**src/rtl/tiep_pkg.sv**
```systemverilog
// Purpose: Shared constants for the top-level interrupt enable and pending
//          controller: register offsets, source bit positions, event bits.
// Assumes: 32-bit register data, byte addresses, 100 MHz system clock.
// Notes:   Bits above the last source are not implemented and read zero.
package tiep_pkg;

  // Register bus shape.
  localparam int          ADDR_W     = 12;
  localparam int          DATA_W     = 32;

  // Number of top-level sources.
  localparam int          NUM_SRC    = 17;

  // Register byte offsets.
  localparam logic [11:0] OFF_ENABLE_SET   = 12'h0100;
  localparam logic [11:0] OFF_ENABLE_CLEAR = 12'h0180;
  localparam logic [11:0] OFF_PENDING_SET  = 12'h0200;
  localparam logic [11:0] OFF_PENDING_CLR  = 12'h0280;
  localparam logic [11:0] OFF_EVT_STATUS   = 12'h0400;
  localparam logic [11:0] OFF_EVT_ENABLE   = 12'h0404;
  localparam logic [11:0] OFF_EVT_CLEAR    = 12'h0408;

  // Reset values.
  localparam logic [31:0] RST_REG    = 32'h0000_0000;
  localparam logic [16:0] RST_SRC    = 17'h0_0000;
  localparam logic [3:0]  RST_EVT    = 4'h0;

  // Source bit positions within every source register.
  localparam int          SRC_TIMER_ONE   = 0;
  localparam int          SRC_TIMER_TWO   = 1;
  localparam int          SRC_MANAGEMENT  = 2;
  localparam int          SRC_BASEBAND    = 3;
  localparam int          SRC_SLEEP_TIMER = 4;
  localparam int          SRC_SERIAL_ONE  = 5;
  localparam int          SRC_SERIAL_TWO  = 6;
  localparam int          SRC_SECURITY    = 7;
  localparam int          SRC_RADIO_TIMER = 8;
  localparam int          SRC_RADIO_TX    = 9;
  localparam int          SRC_RADIO_RX    = 10;
  localparam int          SRC_CONVERTER   = 11;
  localparam int          SRC_LINE_A      = 12;
  localparam int          SRC_LINE_B      = 13;
  localparam int          SRC_LINE_C      = 14;
  localparam int          SRC_LINE_D      = 15;
  localparam int          SRC_DEBUG       = 16;

  // Event status bits.
  localparam int          NUM_EVT         = 4;
  localparam int          EVT_HW_PEND     = 0;
  localparam int          EVT_SW_PEND     = 1;
  localparam int          EVT_CLR_BLOCKED = 2;
  localparam int          EVT_REQ_RISE    = 3;

endpackage

```
**src/rtl/tiep_src_if.sv**
```systemverilog
// Purpose: Carries per-source control strobes and state between the
//          register front end and the source bank.
// Assumes: All signals are synchronous to the system clock.
// Notes:   Vectors are indexed by source bit position.
`timescale 1ns/1ns
`default_nettype none
interface tiep_src_if #(parameter int N = 17);
  logic [N-1:0] level;
  logic [N-1:0] setEn;
  logic [N-1:0] clrEn;
  logic [N-1:0] setPend;
  logic [N-1:0] clrPend;
  logic [N-1:0] enable;
  logic [N-1:0] pending;

  modport ctrl (
    output level, setEn, clrEn, setPend, clrPend,
    input  enable, pending
  );
  modport bank (
    input  level, setEn, clrEn, setPend, clrPend,
    output enable, pending
  );
endinterface
`default_nettype wire

```
**src/rtl/tiep_src_bank.sv**
```systemverilog
// Purpose: Holds the enable and pending state of every top-level source.
// Assumes: Set and clear strobes for one state never come together.
// Notes:   A held source level keeps its pending bit set.
`timescale 1ns/1ns
`default_nettype none
module tiep_src_bank #(
  parameter int N = 17
) (
  input  wire logic clock,
  input  wire logic rst,
  tiep_src_if.bank  srcIf
);
  import tiep_pkg::*;

  genvar i;
  generate
    for (i = 0; i < N; i++) begin : g_src
      // Enable bit: one-writes set or clear it, zeros leave it.
      always_ff @(posedge clock or posedge rst) begin
        if (rst) begin
          srcIf.enable[i] <= RST_SRC[i];
        end else if (srcIf.setEn[i]) begin
          srcIf.enable[i] <= 1'b1;
        end else if (srcIf.clrEn[i]) begin
          srcIf.enable[i] <= 1'b0;
        end
      end

      // Pending bit: a request or a one-write sets it and wins over clear.
      always_ff @(posedge clock or posedge rst) begin
        if (rst) begin
          srcIf.pending[i] <= RST_SRC[i];
        end else begin
          srcIf.pending[i] <= srcIf.level[i]
                           | srcIf.setPend[i]
                           | (srcIf.pending[i] & ~srcIf.clrPend[i]);
        end
      end
    end
  endgenerate

endmodule
`default_nettype wire

```
**src/rtl/tiep_event_irq.sv**
```systemverilog
// Purpose: Sticky event status with enable mask and one level interrupt.
// Assumes: Event inputs are one-cycle pulses from the controller.
// Notes:   An event in the same cycle as its clear keeps the bit set.
`timescale 1ns/1ns
`default_nettype none
module tiep_event_irq #(
  parameter int W = 4
) (
  input  wire logic         clock,
  input  wire logic         rst,
  input  wire logic [W-1:0] evtPulse,
  input  wire logic         enWrite,
  input  wire logic [W-1:0] enData,
  input  wire logic         clrWrite,
  input  wire logic [W-1:0] clrData,
  output logic      [W-1:0] status,
  output logic      [W-1:0] evtEnable,
  output logic              evtIrq
);
  import tiep_pkg::*;

  // Sticky status: set has priority over the write-one clear.
  always_ff @(posedge clock or posedge rst) begin
    if (rst) begin
      status <= RST_EVT[W-1:0];
    end else begin
      status <= evtPulse | (status & ~(clrWrite ? clrData : '0));
    end
  end

  // Event enable mask, fully written by software.
  always_ff @(posedge clock or posedge rst) begin
    if (rst) begin
      evtEnable <= RST_EVT[W-1:0];
    end else if (enWrite) begin
      evtEnable <= enData;
    end
  end

  // Level interrupt while any enabled status bit is set.
  assign evtIrq = |(status & evtEnable);

endmodule
`default_nettype wire

```
**src/rtl/tiep_top.sv**
```systemverilog
// Purpose: Top-level interrupt enable and pending controller for seventeen
//          sources, with a simple register port and request outputs.
// Assumes: Source inputs are synchronous levels; register strobes are
//          one cycle long and never both high together.
// Notes:   Read data is valid only in the cycle after the read strobe.
`timescale 1ns/1ns
`default_nettype none

// Behaviour
// Writing one to an enable-set bit enables that source only.
// Writing one to an enable-clear bit disables that source only.
// Writing one to a pending-set bit pends the source like a request.
// Zero bits written to set or clear registers change nothing.
// After reset all enables and pending bits are zero.
// Bit 16 is debug; bits 15 to 12 are external lines D to A.
// Bit 11 converter; 10, 9, 8 radio receive, transmit, timer; 7 security.
// Bits 6..0: serial two, one, sleep, baseband, management, timers.
// Writing one to a pending-clear bit unpends that source; zero nothing.
// Source requests are levels; pending holds while the level stays.
// Bits 31 to 17 read zero and ignore writes.
// Both enable registers read enable state; pending-set reads pending.
module tiep_top #(
  parameter int ADDR_W = tiep_pkg::ADDR_W
) (
  input  wire logic                    clock,
  input  wire logic                    rst,
  input  wire logic [ADDR_W-1:0]       regAddr,
  input  wire logic [tiep_pkg::DATA_W-1:0] regWdata,
  input  wire logic                    regWrite,
  input  wire logic                    regRead,
  output logic      [tiep_pkg::DATA_W-1:0] regRdata,
  input  wire logic                    debugSource,
  input  wire logic                    externalLineD,
  input  wire logic                    externalLineC,
  input  wire logic                    externalLineB,
  input  wire logic                    externalLineA,
  input  wire logic                    converterSource,
  input  wire logic                    radioReceiveSource,
  input  wire logic                    radioTransmitSource,
  input  wire logic                    radioTimerSource,
  input  wire logic                    securityEngineSource,
  input  wire logic                    serialCtrlTwoSource,
  input  wire logic                    serialCtrlOneSource,
  input  wire logic                    sleepTimerSource,
  input  wire logic                    basebandSource,
  input  wire logic                    managementSource,
  input  wire logic                    generalTimerTwoSource,
  input  wire logic                    generalTimerOneSource,
  output logic      [tiep_pkg::NUM_SRC-1:0] irqRequest,
  output logic                         eventIrq
);
  import tiep_pkg::*;

  ////////////////////////////////////////////////////////////////////////////
  // Declarations.
  ////////////////////////////////////////////////////////////////////////////

  tiep_src_if #(.N(NUM_SRC)) srcIf ();

  logic [NUM_SRC-1:0] srcLevel;
  logic [NUM_SRC-1:0] wrBits;
  logic [NUM_SRC-1:0] reqNow;
  logic [NUM_SRC-1:0] reqPrev;
  logic [NUM_EVT-1:0] evtPulse;
  logic [NUM_EVT-1:0] evtStatus;
  logic [NUM_EVT-1:0] evtEnable;
  logic [DATA_W-1:0]  next_regRdata;
  logic               wrEnableSet;
  logic               wrEnableClear;
  logic               wrPendingSet;
  logic               wrPendingClr;
  logic               wrEvtEnable;
  logic               wrEvtClear;

  ////////////////////////////////////////////////////////////////////////////
  // Helper functions.
  ////////////////////////////////////////////////////////////////////////////

  // True when the bus address selects the given register offset.
  function automatic logic addrHit(
    input logic [ADDR_W-1:0] addr,
    input logic [11:0]       offset
  );
    addrHit = (addr == ADDR_W'(offset));
  endfunction

  // Widens a source vector to a bus word with upper bits zero.
  function automatic logic [DATA_W-1:0] srcWord(
    input logic [NUM_SRC-1:0] bits
  );
    srcWord = {{(DATA_W - NUM_SRC){1'b0}}, bits};
  endfunction

  // Widens an event vector to a bus word with upper bits zero.
  function automatic logic [DATA_W-1:0] evtWord(
    input logic [NUM_EVT-1:0] bits
  );
    evtWord = {{(DATA_W - NUM_EVT){1'b0}}, bits};
  endfunction

  ////////////////////////////////////////////////////////////////////////////
  // Source assembly: each request line lands on its fixed bit.
  ////////////////////////////////////////////////////////////////////////////

  // External lines and debug occupy the upper bits.
  always_comb begin
    srcLevel                  = '0;
    srcLevel[SRC_DEBUG]       = debugSource;
    srcLevel[SRC_LINE_D]      = externalLineD;
    srcLevel[SRC_LINE_C]      = externalLineC;
    srcLevel[SRC_LINE_B]      = externalLineB;
    srcLevel[SRC_LINE_A]      = externalLineA;
    srcLevel[SRC_CONVERTER]   = converterSource;
    srcLevel[SRC_RADIO_RX]    = radioReceiveSource;
    srcLevel[SRC_RADIO_TX]    = radioTransmitSource;
    srcLevel[SRC_RADIO_TIMER] = radioTimerSource;
    srcLevel[SRC_SECURITY]    = securityEngineSource;
    srcLevel[SRC_SERIAL_TWO]  = serialCtrlTwoSource;
    srcLevel[SRC_SERIAL_ONE]  = serialCtrlOneSource;
    srcLevel[SRC_SLEEP_TIMER] = sleepTimerSource;
    srcLevel[SRC_BASEBAND]    = basebandSource;
    srcLevel[SRC_MANAGEMENT]  = managementSource;
    srcLevel[SRC_TIMER_TWO]   = generalTimerTwoSource;
    srcLevel[SRC_TIMER_ONE]   = generalTimerOneSource;
  end

  // Peripheral levels drive the bank directly; no edge is taken.
  assign srcIf.level = srcLevel;

  ////////////////////////////////////////////////////////////////////////////
  // Write decode.
  ////////////////////////////////////////////////////////////////////////////

  // Only the implemented low bits of the write data are looked at.
  assign wrBits = regWdata[NUM_SRC-1:0];

  // One write pulse for each writable register; event status has none.
  assign wrEnableSet   = regWrite && addrHit(regAddr, OFF_ENABLE_SET);
  assign wrEnableClear = regWrite && addrHit(regAddr, OFF_ENABLE_CLEAR);
  assign wrPendingSet  = regWrite && addrHit(regAddr, OFF_PENDING_SET);
  assign wrPendingClr  = regWrite && addrHit(regAddr, OFF_PENDING_CLR);
  assign wrEvtEnable   = regWrite && addrHit(regAddr, OFF_EVT_ENABLE);
  assign wrEvtClear    = regWrite && addrHit(regAddr, OFF_EVT_CLEAR);

  // Per-bit strobes: a zero data bit yields no strobe at all.
  assign srcIf.setEn   = wrEnableSet   ? wrBits : '0;
  assign srcIf.clrEn   = wrEnableClear ? wrBits : '0;
  assign srcIf.setPend = wrPendingSet  ? wrBits : '0;
  assign srcIf.clrPend = wrPendingClr  ? wrBits : '0;

  ////////////////////////////////////////////////////////////////////////////
  // Source bank holding enable and pending state.
  ////////////////////////////////////////////////////////////////////////////

  tiep_src_bank #(
    .N     (NUM_SRC)
  ) u_bank (
    .clock (clock),
    .rst   (rst),
    .srcIf (srcIf)
  );

  ////////////////////////////////////////////////////////////////////////////
  // Requests presented to the core.
  ////////////////////////////////////////////////////////////////////////////

  // A source requests service while it is both pending and enabled.
  assign reqNow     = srcIf.pending & srcIf.enable;
  assign irqRequest = reqNow;

  // Previous request vector, used to spot newly raised requests.
  always_ff @(posedge clock or posedge rst) begin
    if (rst) begin
      reqPrev <= RST_SRC;
    end else begin
      reqPrev <= reqNow;
    end
  end

  ////////////////////////////////////////////////////////////////////////////
  // Controller events.
  ////////////////////////////////////////////////////////////////////////////

  // Events raised by source and software activity, one cycle each.
  always_comb begin
    evtPulse = '0;
    // A hardware level arrives at a source that is not yet pending.
    evtPulse[EVT_HW_PEND]     = |(srcLevel & ~srcIf.pending);
    // Software pends a source that was not pending.
    evtPulse[EVT_SW_PEND]     = |(srcIf.setPend & ~srcIf.pending);
    // An unpend write meets a source whose level is still held.
    evtPulse[EVT_CLR_BLOCKED] = |(srcIf.clrPend & srcLevel & srcIf.pending);
    // A new request is presented to the core.
    evtPulse[EVT_REQ_RISE]    = |(reqNow & ~reqPrev);
  end

  tiep_event_irq #(
    .W         (NUM_EVT)
  ) u_evt (
    .clock     (clock),
    .rst       (rst),
    .evtPulse  (evtPulse),
    .enWrite   (wrEvtEnable),
    .enData    (regWdata[NUM_EVT-1:0]),
    .clrWrite  (wrEvtClear),
    .clrData   (regWdata[NUM_EVT-1:0]),
    .status    (evtStatus),
    .evtEnable (evtEnable),
    .evtIrq    (eventIrq)
  );

  ////////////////////////////////////////////////////////////////////////////
  // Read path.
  ////////////////////////////////////////////////////////////////////////////

  // Read mux; unmapped and write-only offsets return zero.
  always_comb begin
    next_regRdata = RST_REG;
    if (regRead) begin
      if (addrHit(regAddr, OFF_ENABLE_SET)) begin
        next_regRdata = srcWord(srcIf.enable);
      end else if (addrHit(regAddr, OFF_ENABLE_CLEAR)) begin
        next_regRdata = srcWord(srcIf.enable);
      end else if (addrHit(regAddr, OFF_PENDING_SET)) begin
        next_regRdata = srcWord(srcIf.pending);
      end else if (addrHit(regAddr, OFF_PENDING_CLR)) begin
        next_regRdata = srcWord(srcIf.pending);
      end else if (addrHit(regAddr, OFF_EVT_STATUS)) begin
        next_regRdata = evtWord(evtStatus);
      end else if (addrHit(regAddr, OFF_EVT_ENABLE)) begin
        next_regRdata = evtWord(evtEnable);
      end else begin
        next_regRdata = RST_REG;
      end
    end
  end

  // Read data register: valid in the cycle after the strobe only.
  always_ff @(posedge clock or posedge rst) begin
    if (rst) begin
      regRdata <= RST_REG;
    end else begin
      regRdata <= next_regRdata;
    end
  end

endmodule
`default_nettype wire

```
**config.mk**
```make
export PLATFORM = sky130hd
export DESIGN_NAME = tiep_top
export DESIGN_NICKNAME = d
export VERILOG_FILES = /design/src/rtl/tiep_pkg.sv /design/src/rtl/tiep_src_if.sv /design/src/rtl/tiep_src_bank.sv /design/src/rtl/tiep_event_irq.sv /design/src/rtl/tiep_top.sv
export SDC_FILE = /design/constraint.sdc
export NUM_CORES = 1
export LEC_CHECK = 0
export BUFFER_PORTS_ARGS = -buffer_cell sky130_fd_sc_hd__buf_2
export CAP_MARGIN = 20
export CORE_ASPECT_RATIO = 1.2
export CORE_MARGIN = 4
export CORE_UTILIZATION = 47
export CTS_CLUSTER_DIAMETER = 50
export CTS_CLUSTER_SIZE = 20
export DETAILED_ROUTE_END_ITERATION = 16
export HOLD_SLACK_MARGIN = 0.15
export PLACE_DENSITY = 0.75
export SLEW_MARGIN = 10
export SYNTH_ARGS = -nofsm -noshare
export SYNTH_HDL_FRONTEND = slang
export SYNTH_HIERARCHICAL = 1
export SYNTH_SLANG_ARGS = --single-unit
```
**constraint.sdc**
```tcl
create_clock -name clock -period 1.4 [get_ports clock]
set_input_delay 0 -clock clock [delete_from_list [all_inputs] [get_ports clock]]
set_output_delay 0 -clock clock [all_outputs]
set_load 0.05 [all_outputs]
```
==> results of run 1 <==
## where the power goes
part	leakage, uW	total (uW)	switching (uW)	internal, uW
logic	0.00207	540	330	210
registers	0.000964	2230	16.7	2210
clock network	0.000110	1900	881	1020
total	0.00315	4670	1230	3440
## area by class of cell
class                      count  area [sq um]
sequential                    76          1900
inverter                      72           270
timing repair buffer         176          1220
tap                          117           146
clock buffer                   9           124
multi-input combinational    292          1870
clock inverter                 7          98.8
fill                         708          2880
## layout by cell type, fill, tap and decap left out, types with 19 or more instances in the layout
cell            n
nor2_1         20
nand2_1        20
dfrtp_1        74
a22oi_1        19
a21o_1         21
inv_1          72
nor3_1         24
and2_1         49
buf_4          53
dlygate4sd3_1  39
nor2b_1        24
buf_2          79
## repair_timing
action | in CTS | in global routing
buffers inserted | 2 | 3
resized for setup | 7 | 18
pin swaps | 2 | 3
hold buffers | 39 | 0
endpoints found under the setup margin | 4 | 11
endpoints found under the hold margin | 133 | 0
## per-layer routing
metal | track usage | vias to the layer above
met2 | 0.438 | 153
met5 | 0 | -
met3 | 0.0428 | 23
met1 | 0.309 | 1916
li1 | - | 1832
met4 | 0.101 | 0
## metrics by stage
step                       util  setup slack, ns  total power (uW)
final                     0.662           -0.146              4670
after global routing      0.662           -0.192              4810
after CTS                 0.653          -0.0806              4670
after detailed placement  0.575           -0.114              2710
after global placement    0.575          -0.0509              2700
after floorplan               -          -0.0190              2540
## registers in the layout, indices dropped and copies added, names as in the netlist
signal,flops
regRdata,17
reqPrev,17
u_bank/srcIf.enable,17
u_bank/srcIf.pending,17
u_evt/evtEnable,4
u_evt/status,4
## cells by family after synthesis
kind of cell    Yosys count  share of synthesized area
compound gates           87                      0.148
buf+inv                  99                      0.111
flops                    76                      0.465
mux                       8                     0.0208
other cells               1                   0.000917
simple gates            182                      0.254
## worst min-delay path, delay by kind of cell
family / cells / cell delay, ns
buf+inv: 3 / 0.94
## worst paths after layout
kind,end,slack (ns),startpoint,depth (start not counted)
setup / recovery,u_evt/status[0],-0.15,u_bank/srcIf.pending[15],4
hold / removal,u_evt/evtEnable[1],0.17,rst,3
setup reg to reg,u_evt/status[0],-0.15,u_bank/srcIf.pending[15],4
hold reg to reg,reqPrev[5],0.50,u_bank/srcIf.pending[5],2
max in group asynchronous,regRdata[4],0.15,rst,5
min in group clock,regRdata[1],0.19,regAddr[7],5
==> flow_metrics.env, run 1 <==
export IMPL_violations="negative setup slack"
export IMPL_top_layer="met4"
export IMPL_grt_antenna_before_repair=0
export IMPL_tns_ns=-0.190
export IMPL_die_h_um=110
export IMPL_path_cells="o22ai_1 > a2111oi_0 > nand3_1 > a21o_1"
export IMPL_yosysMostFrequentCell="dfrtp_1"
export IMPL_wl_per_cell_um=16.8
export IMPL_fp_row_count=37
export IMPL_place_area_sq_um=4900
export IMPL_grt_ovfl_total=0
export IMPL_dieArea_sq_um=10300
export IMPL_final_nets=692
export IMPL_portBuffers=84
export IMPL_num_vias=3924
export IMPL_wl_met3_um=681
export IMPL_grt_pass1_wl_um=19700
export IMPL_drt_iter0_drc=341
export IMPL_synth_edf_count=0
export IMPL_ys_types=39
export IMPL_cts_inserted_buffers=9
export IMPL_cp_slowest_cell="a2111oi_0"
export IMPL_met1Wirelength_um=5110
export IMPL_outcome="finished with violations"
export IMPL_die_w_um=93.2
export IMPL_cp_top_family="compound AO/OA/AOI/OAI gates"
export IMPL_tightest_slew_ns=0.533
export IMPL_route_met2_wl_um=6510
export IMPL_worstPathMaxFanout=4
export IMPL_maxSlewHeadroom=0.635
export IMPL_ios=115
export IMPL_p_leak_uw=0.00315
export IMPL_yosys_top_cells_count="dfrtp_1 (76), inv_1 (72), and2_1 (49), nor3_1 (26), nor2b_1 (24)"
export IMPL_vdd_drop_max_mv=0.430
export IMPL_finalNonFillerCells=749
export IMPL_synth_cells=453
export IMPL_clock_root_buffer="clkbuf_8"
export IMPL_async_flop_share=1.00
export IMPL_worstPathArrival_ns=1.80
export IMPL_clock_latency_ns=0.35
export IMPL_ys_seq_area_frac=0.465
export IMPL_ant_nets=0
export IMPL_synth_largest_area_cell="dfrtp_1"
export IMPL_htree_levels=3
export IMPL_synth_flop_cell="dfrtp_1"
export IMPL_slew_violations=0
export IMPL_synth_area_top_cells="dfrtp_1 (46%), and2_1 (7.5%), inv_1 (6.6%), a21o_1 (3.9%), nor2b_1 (3.7%)"
export IMPL_diodes=0
export IMPL_clkSinkCount=76
export IMPL_max_stage_delay_ns=0.53
export IMPL_hold_violations=0
export IMPL_drive_gt1_frac=0.280
export IMPL_syn_to_final_growth_pct=38.0
export IMPL_grt_use_total=0.251
export IMPL_setup_slack_ns=-0.146
export IMPL_coreArea_sq_um=8520
export IMPL_start_util=0.480
export IMPL_path_class="register to register"
export IMPL_ys_ff_latch=76
export IMPL_synthDominantCellAreaShare=0.465
export IMPL_cts_buffer_depth=2
export IMPL_finalSetupViolations=3
export IMPL_critPathCaptureType="register"
export IMPL_required_ns=1.65
export IMPL_first_global_vias=3926
export IMPL_rsz0062_at_grt="true"
export IMPL_cts_tree="yes"
export IMPL_drc_errors=0
export IMPL_maxCapViolCount=0
export IMPL_yosys_warnings=6
export IMPL_hold_ws_ns=0.175
export IMPL_avgViaCountPerCell=5.24
export IMPL_hp_class="primary input to async pin"
export IMPL_drtPass1Iterations=5
export IMPL_place_hpwl_um=8900
export IMPL_path_buf_inv=0
export IMPL_synth_area_sq_um=4090
export IMPL_fmax_ghz=0.647
export IMPL_synth_area_per_cell_sq_um=9.03
export IMPL_start_kind="register"
export IMPL_min_period_ns=1.55
export IMPL_drt_wl_total_um=12600
export IMPL_power_density_nw_per_um2=827
export IMPL_place_inst=689
export IMPL_grt_max_degree=35
export IMPL_final_cell_area_sq_um=5640
export IMPL_gp_congestion=0.946
export IMPL_fin_crit_sh=1.10
export IMPL_fin_skew_ns=0.0123
export IMPL_clkTransAtPathRegs_ns=0.08
(Power assumes the default switching activity.)
==> inputs of run 2 (changes only) <==
- PLACE_DENSITY: 0.75 -> 0.76
- SYNTH_HIERARCHICAL: 1 -> unset
==> run 2 against run 1 <==
Effect of this change: the run still ends with negative setup slack left; core utilization grew 2.0 points; global-route usage decreased by 0.078 points; worst hold slack improved by 0.0039 ns; maximum frequency increased by 6.7%; routed wire length shrank 7.1%; combinational power about the same; die area fell by 6.1%; critical path type unchanged; critical endpoint is now u_evt.status[1]; highest routed layer unchanged.
==> flow_metrics.env, run 2 <==
export IMPL_clkSinkCount=76
export IMPL_ys_seq_area_frac=0.498
export IMPL_num_vias=3595
export IMPL_slew_violations=0
export IMPL_drc_errors=0
export IMPL_place_hpwl_um=7990
export IMPL_synthDominantCellAreaShare=0.498
export IMPL_final_cell_area_sq_um=5320
export IMPL_grt_use_total=0.250
export IMPL_clock_latency_ns=0.36
export IMPL_grt_antenna_before_repair=0
export IMPL_netSwitchingFraction=0.231
export IMPL_syn_to_final_growth_pct=39.3
export IMPL_worstPathMaxFanout=3
export IMPL_dieArea_sq_um=9640
export IMPL_min_path_cells=4
export IMPL_r2r_setup_slack_ns=-0.05
export IMPL_cts_tree="yes"
export IMPL_drt_wl_total_um=11700
export IMPL_drtPass1Iterations=6
export IMPL_cts_inserted_buffers=9
export IMPL_required_ns=1.64
export IMPL_outcome="finished with violations"
export IMPL_diodes=0
export IMPL_synth_flop_cell="dfrtp_1"
export IMPL_yosysMostFrequentCell="dfrtp_1"
export IMPL_finalSetupViolations=2
export IMPL_synth_area_sq_um=3820
export IMPL_min_period_ns=1.45
export IMPL_drt_iter0_drc=282
export IMPL_r2r_start="u_bank.srcIf.pending[4]"
export IMPL_path_class="register to register"
export IMPL_p_switching_uw=1140
export IMPL_final_common_cell="buf_2"
export IMPL_final_nets=618
export IMPL_grt_pass1_wl_um=18800
export IMPL_fmax_ghz=0.690
export IMPL_die_h_um=107
export IMPL_htree_levels=3
export IMPL_wl_per_cell_um=18.0
export IMPL_yosys_warnings=0
export IMPL_synth_xor_area_frac=0
export IMPL_worstPathArrival_ns=1.69
export IMPL_holdPathEnd="u_evt.evtEnable[3]"
export IMPL_avgViaCountPerCell=5.53
export IMPL_ant_nets=0
export IMPL_synth_largest_area_cell="dfrtp_1"
export IMPL_rsz0062_at_grt="true"
export IMPL_p_leak_uw=0.00273
export IMPL_p_clk_frac=0.447
export IMPL_fin_crit_sh=1.04
export IMPL_intPower_uw=3820
export IMPL_r2r_end="u_evt.status[1]"
export IMPL_portBuffers=84
export IMPL_die_w_um=90.3
export IMPL_start_util=0.490
export IMPL_fp_row_count=35
export IMPL_r2r_cells=5
export IMPL_first_global_vias=3696
export IMPL_clock_root_buffer="clkbuf_8"
export IMPL_synth_compound_area_frac=0.143
export IMPL_comb_power_share=0.109
export IMPL_synth_area_per_cell_sq_um=9.79
export IMPL_hp_class="primary input to register"
export IMPL_vdd_drop_max_mv=0.768
export IMPL_ios=115
export IMPL_coreArea_sq_um=7790
export IMPL_grt_max_degree=77
export IMPL_yosys_top_cells_count="dfrtp_1 (76), inv_1 (47), nand2_1 (47), nor2_1 (36), mux2i_1 (21)"
export IMPL_place_area_sq_um=4600
export IMPL_critPathCaptureType="register"
export IMPL_async_flop_share=1.00
export IMPL_total_power_uw=4960
export IMPL_drive_gt1_frac=0.301
export IMPL_maxCapViolCount=0
export IMPL_synth_simple_area_share=0.191
export IMPL_violations="negative setup slack"
export IMPL_synth_cells=390
export IMPL_fin_skew_ns=0.00842
export IMPL_synth_area_top_cells="dfrtp_1 (50%), mux2i_1 (5.5%), inv_1 (4.6%), nand2_1 (4.6%), a22oi_1 (3.9%)"
export IMPL_ys_types=43
export IMPL_start_kind="register"
export IMPL_ys_ff_latch=76
export IMPL_cts_buffer_depth=2
export IMPL_most_common_layout_cells="buf_2 (79), dfrtp_1 (76), nand2_1 (46), inv_1 (45), buf_4 (44)"
export IMPL_clkTransAtPathRegs_ns=0.07
export IMPL_muxShareOfSynthArea=0.0668
export IMPL_min_delay_start="regWrite"
export IMPL_synth_top_family_by_area="simple AND/OR/NAND/NOR gates"
export IMPL_power_frac_seq=0.444
export IMPL_hold_violations=0
export IMPL_hold_ws_ns=0.179
export IMPL_synth_edf_count=0
export IMPL_power_density_nw_per_um2=932
export IMPL_synthAdderAreaFrac=0
export IMPL_gp_congestion=0.911
export IMPL_setup_slack_ns=-0.0491
export IMPL_n_fill_cell=589
export IMPL_grt_ovfl_total=0
[run 2: cell count changes in the layout (fill, tap and decap cells not counted), moves of 9 or more]
cell,change
nor2_1,+15
and2_1,-43
a211o_1,+17
mux2i_1,+17
a21o_1,-21
buf_4,-9
o21ai_1,-16
nor2b_1,-15
inv_1,-27
nor3_1,-23
nand2_1,+26
[run 2: cell families (layout without fill, tap and decap cells)]
logic type	after synthesis	in the layout
mux	25	25
flops	76	76
buf+inv	76	230
compound gates	68	68
other cells	1	15
simple gates	144	144
[run 2: stage by stage]
stage / setup slack, ns / cells / util / TNS [ns]
final: -0.0491 / 650 / 0.683 / -0.0863
after floorplan: 0.00756 / 404 / - / 0
after global routing: -0.102 / 650 / 0.683 / -0.258
after global placement: -0.159 / 596 / 0.590 / -1.94
after CTS: -0.0297 / 650 / 0.676 / -0.0297
after detailed placement: -0.134 / 596 / 0.590 / -2.73
[run 2: layer usage]
layer	track usage	part of all wire	wire (um)	vias to the layer above
met1	0.292	0.39	4520	1748
met4	0.112	0.019	223	0
li1	-	-	-	1653
met5	0	0	0	-
met3	0.0470	0.061	718	23
met2	0.446	0.53	6230	171
[run 2: cell type report]
cell class	instances	area, sq um	area share
clock buffers	12	145	0.0273
well taps	92	115	0.0216
clock inverters	4	120	0.0226
inverters	47	180	0.0339
flip-flops and latches	76	1900	0.357
multi-input cells	252	1660	0.311
repair buffers	167	1200	0.226
[run 2: how the worst max path moves through the flow]
| stage | end | from | depth (start not counted) |
|---|---|---|---|
| after floorplan | u_evt.status[3] | u_bank.srcIf.pending[7] | 5 |
| after global placement | u_evt.status[1] | u_bank.srcIf.pending[15] | 6 |
| after detailed placement | u_evt.status[0] | u_bank.srcIf.pending[3] | 5 |
| after CTS | u_evt.status[3] | u_bank.srcIf.pending[7] | 6 |
| after global routing | u_evt.status[1] | u_bank.srcIf.pending[4] | 5 |
| final | u_evt.status[1] | u_bank.srcIf.pending[4] | 5 |
[run 2: worst max-delay path, cell delays in order, from the launching register on]
cell	delay (ns)
dfrtp_1	0.39
nor2b_1	0.08
a2111o_1	0.39
a2111oi_2	0.21
and3_1	0.19
o21ai_1	0.07
[run 2: timing repair]
action,4_1_cts,5_1_grt
hold buffers,37,0
setup endpoints to repair,3,10
gates resized for setup,9,14
pin swaps,1,5
endpoints found under the hold margin,135,0
setup buffers,1,1
[run 2: power by group through the flow]
stage	Sequential [uW]	Combinational, uW	Clock (uW)
after floorplan	2250	278	0
after global placement	2250	447	0
after detailed placement	2250	449	0
after CTS	2200	533	2240
after global routing	2200	581	2320
final	2200	540	2220
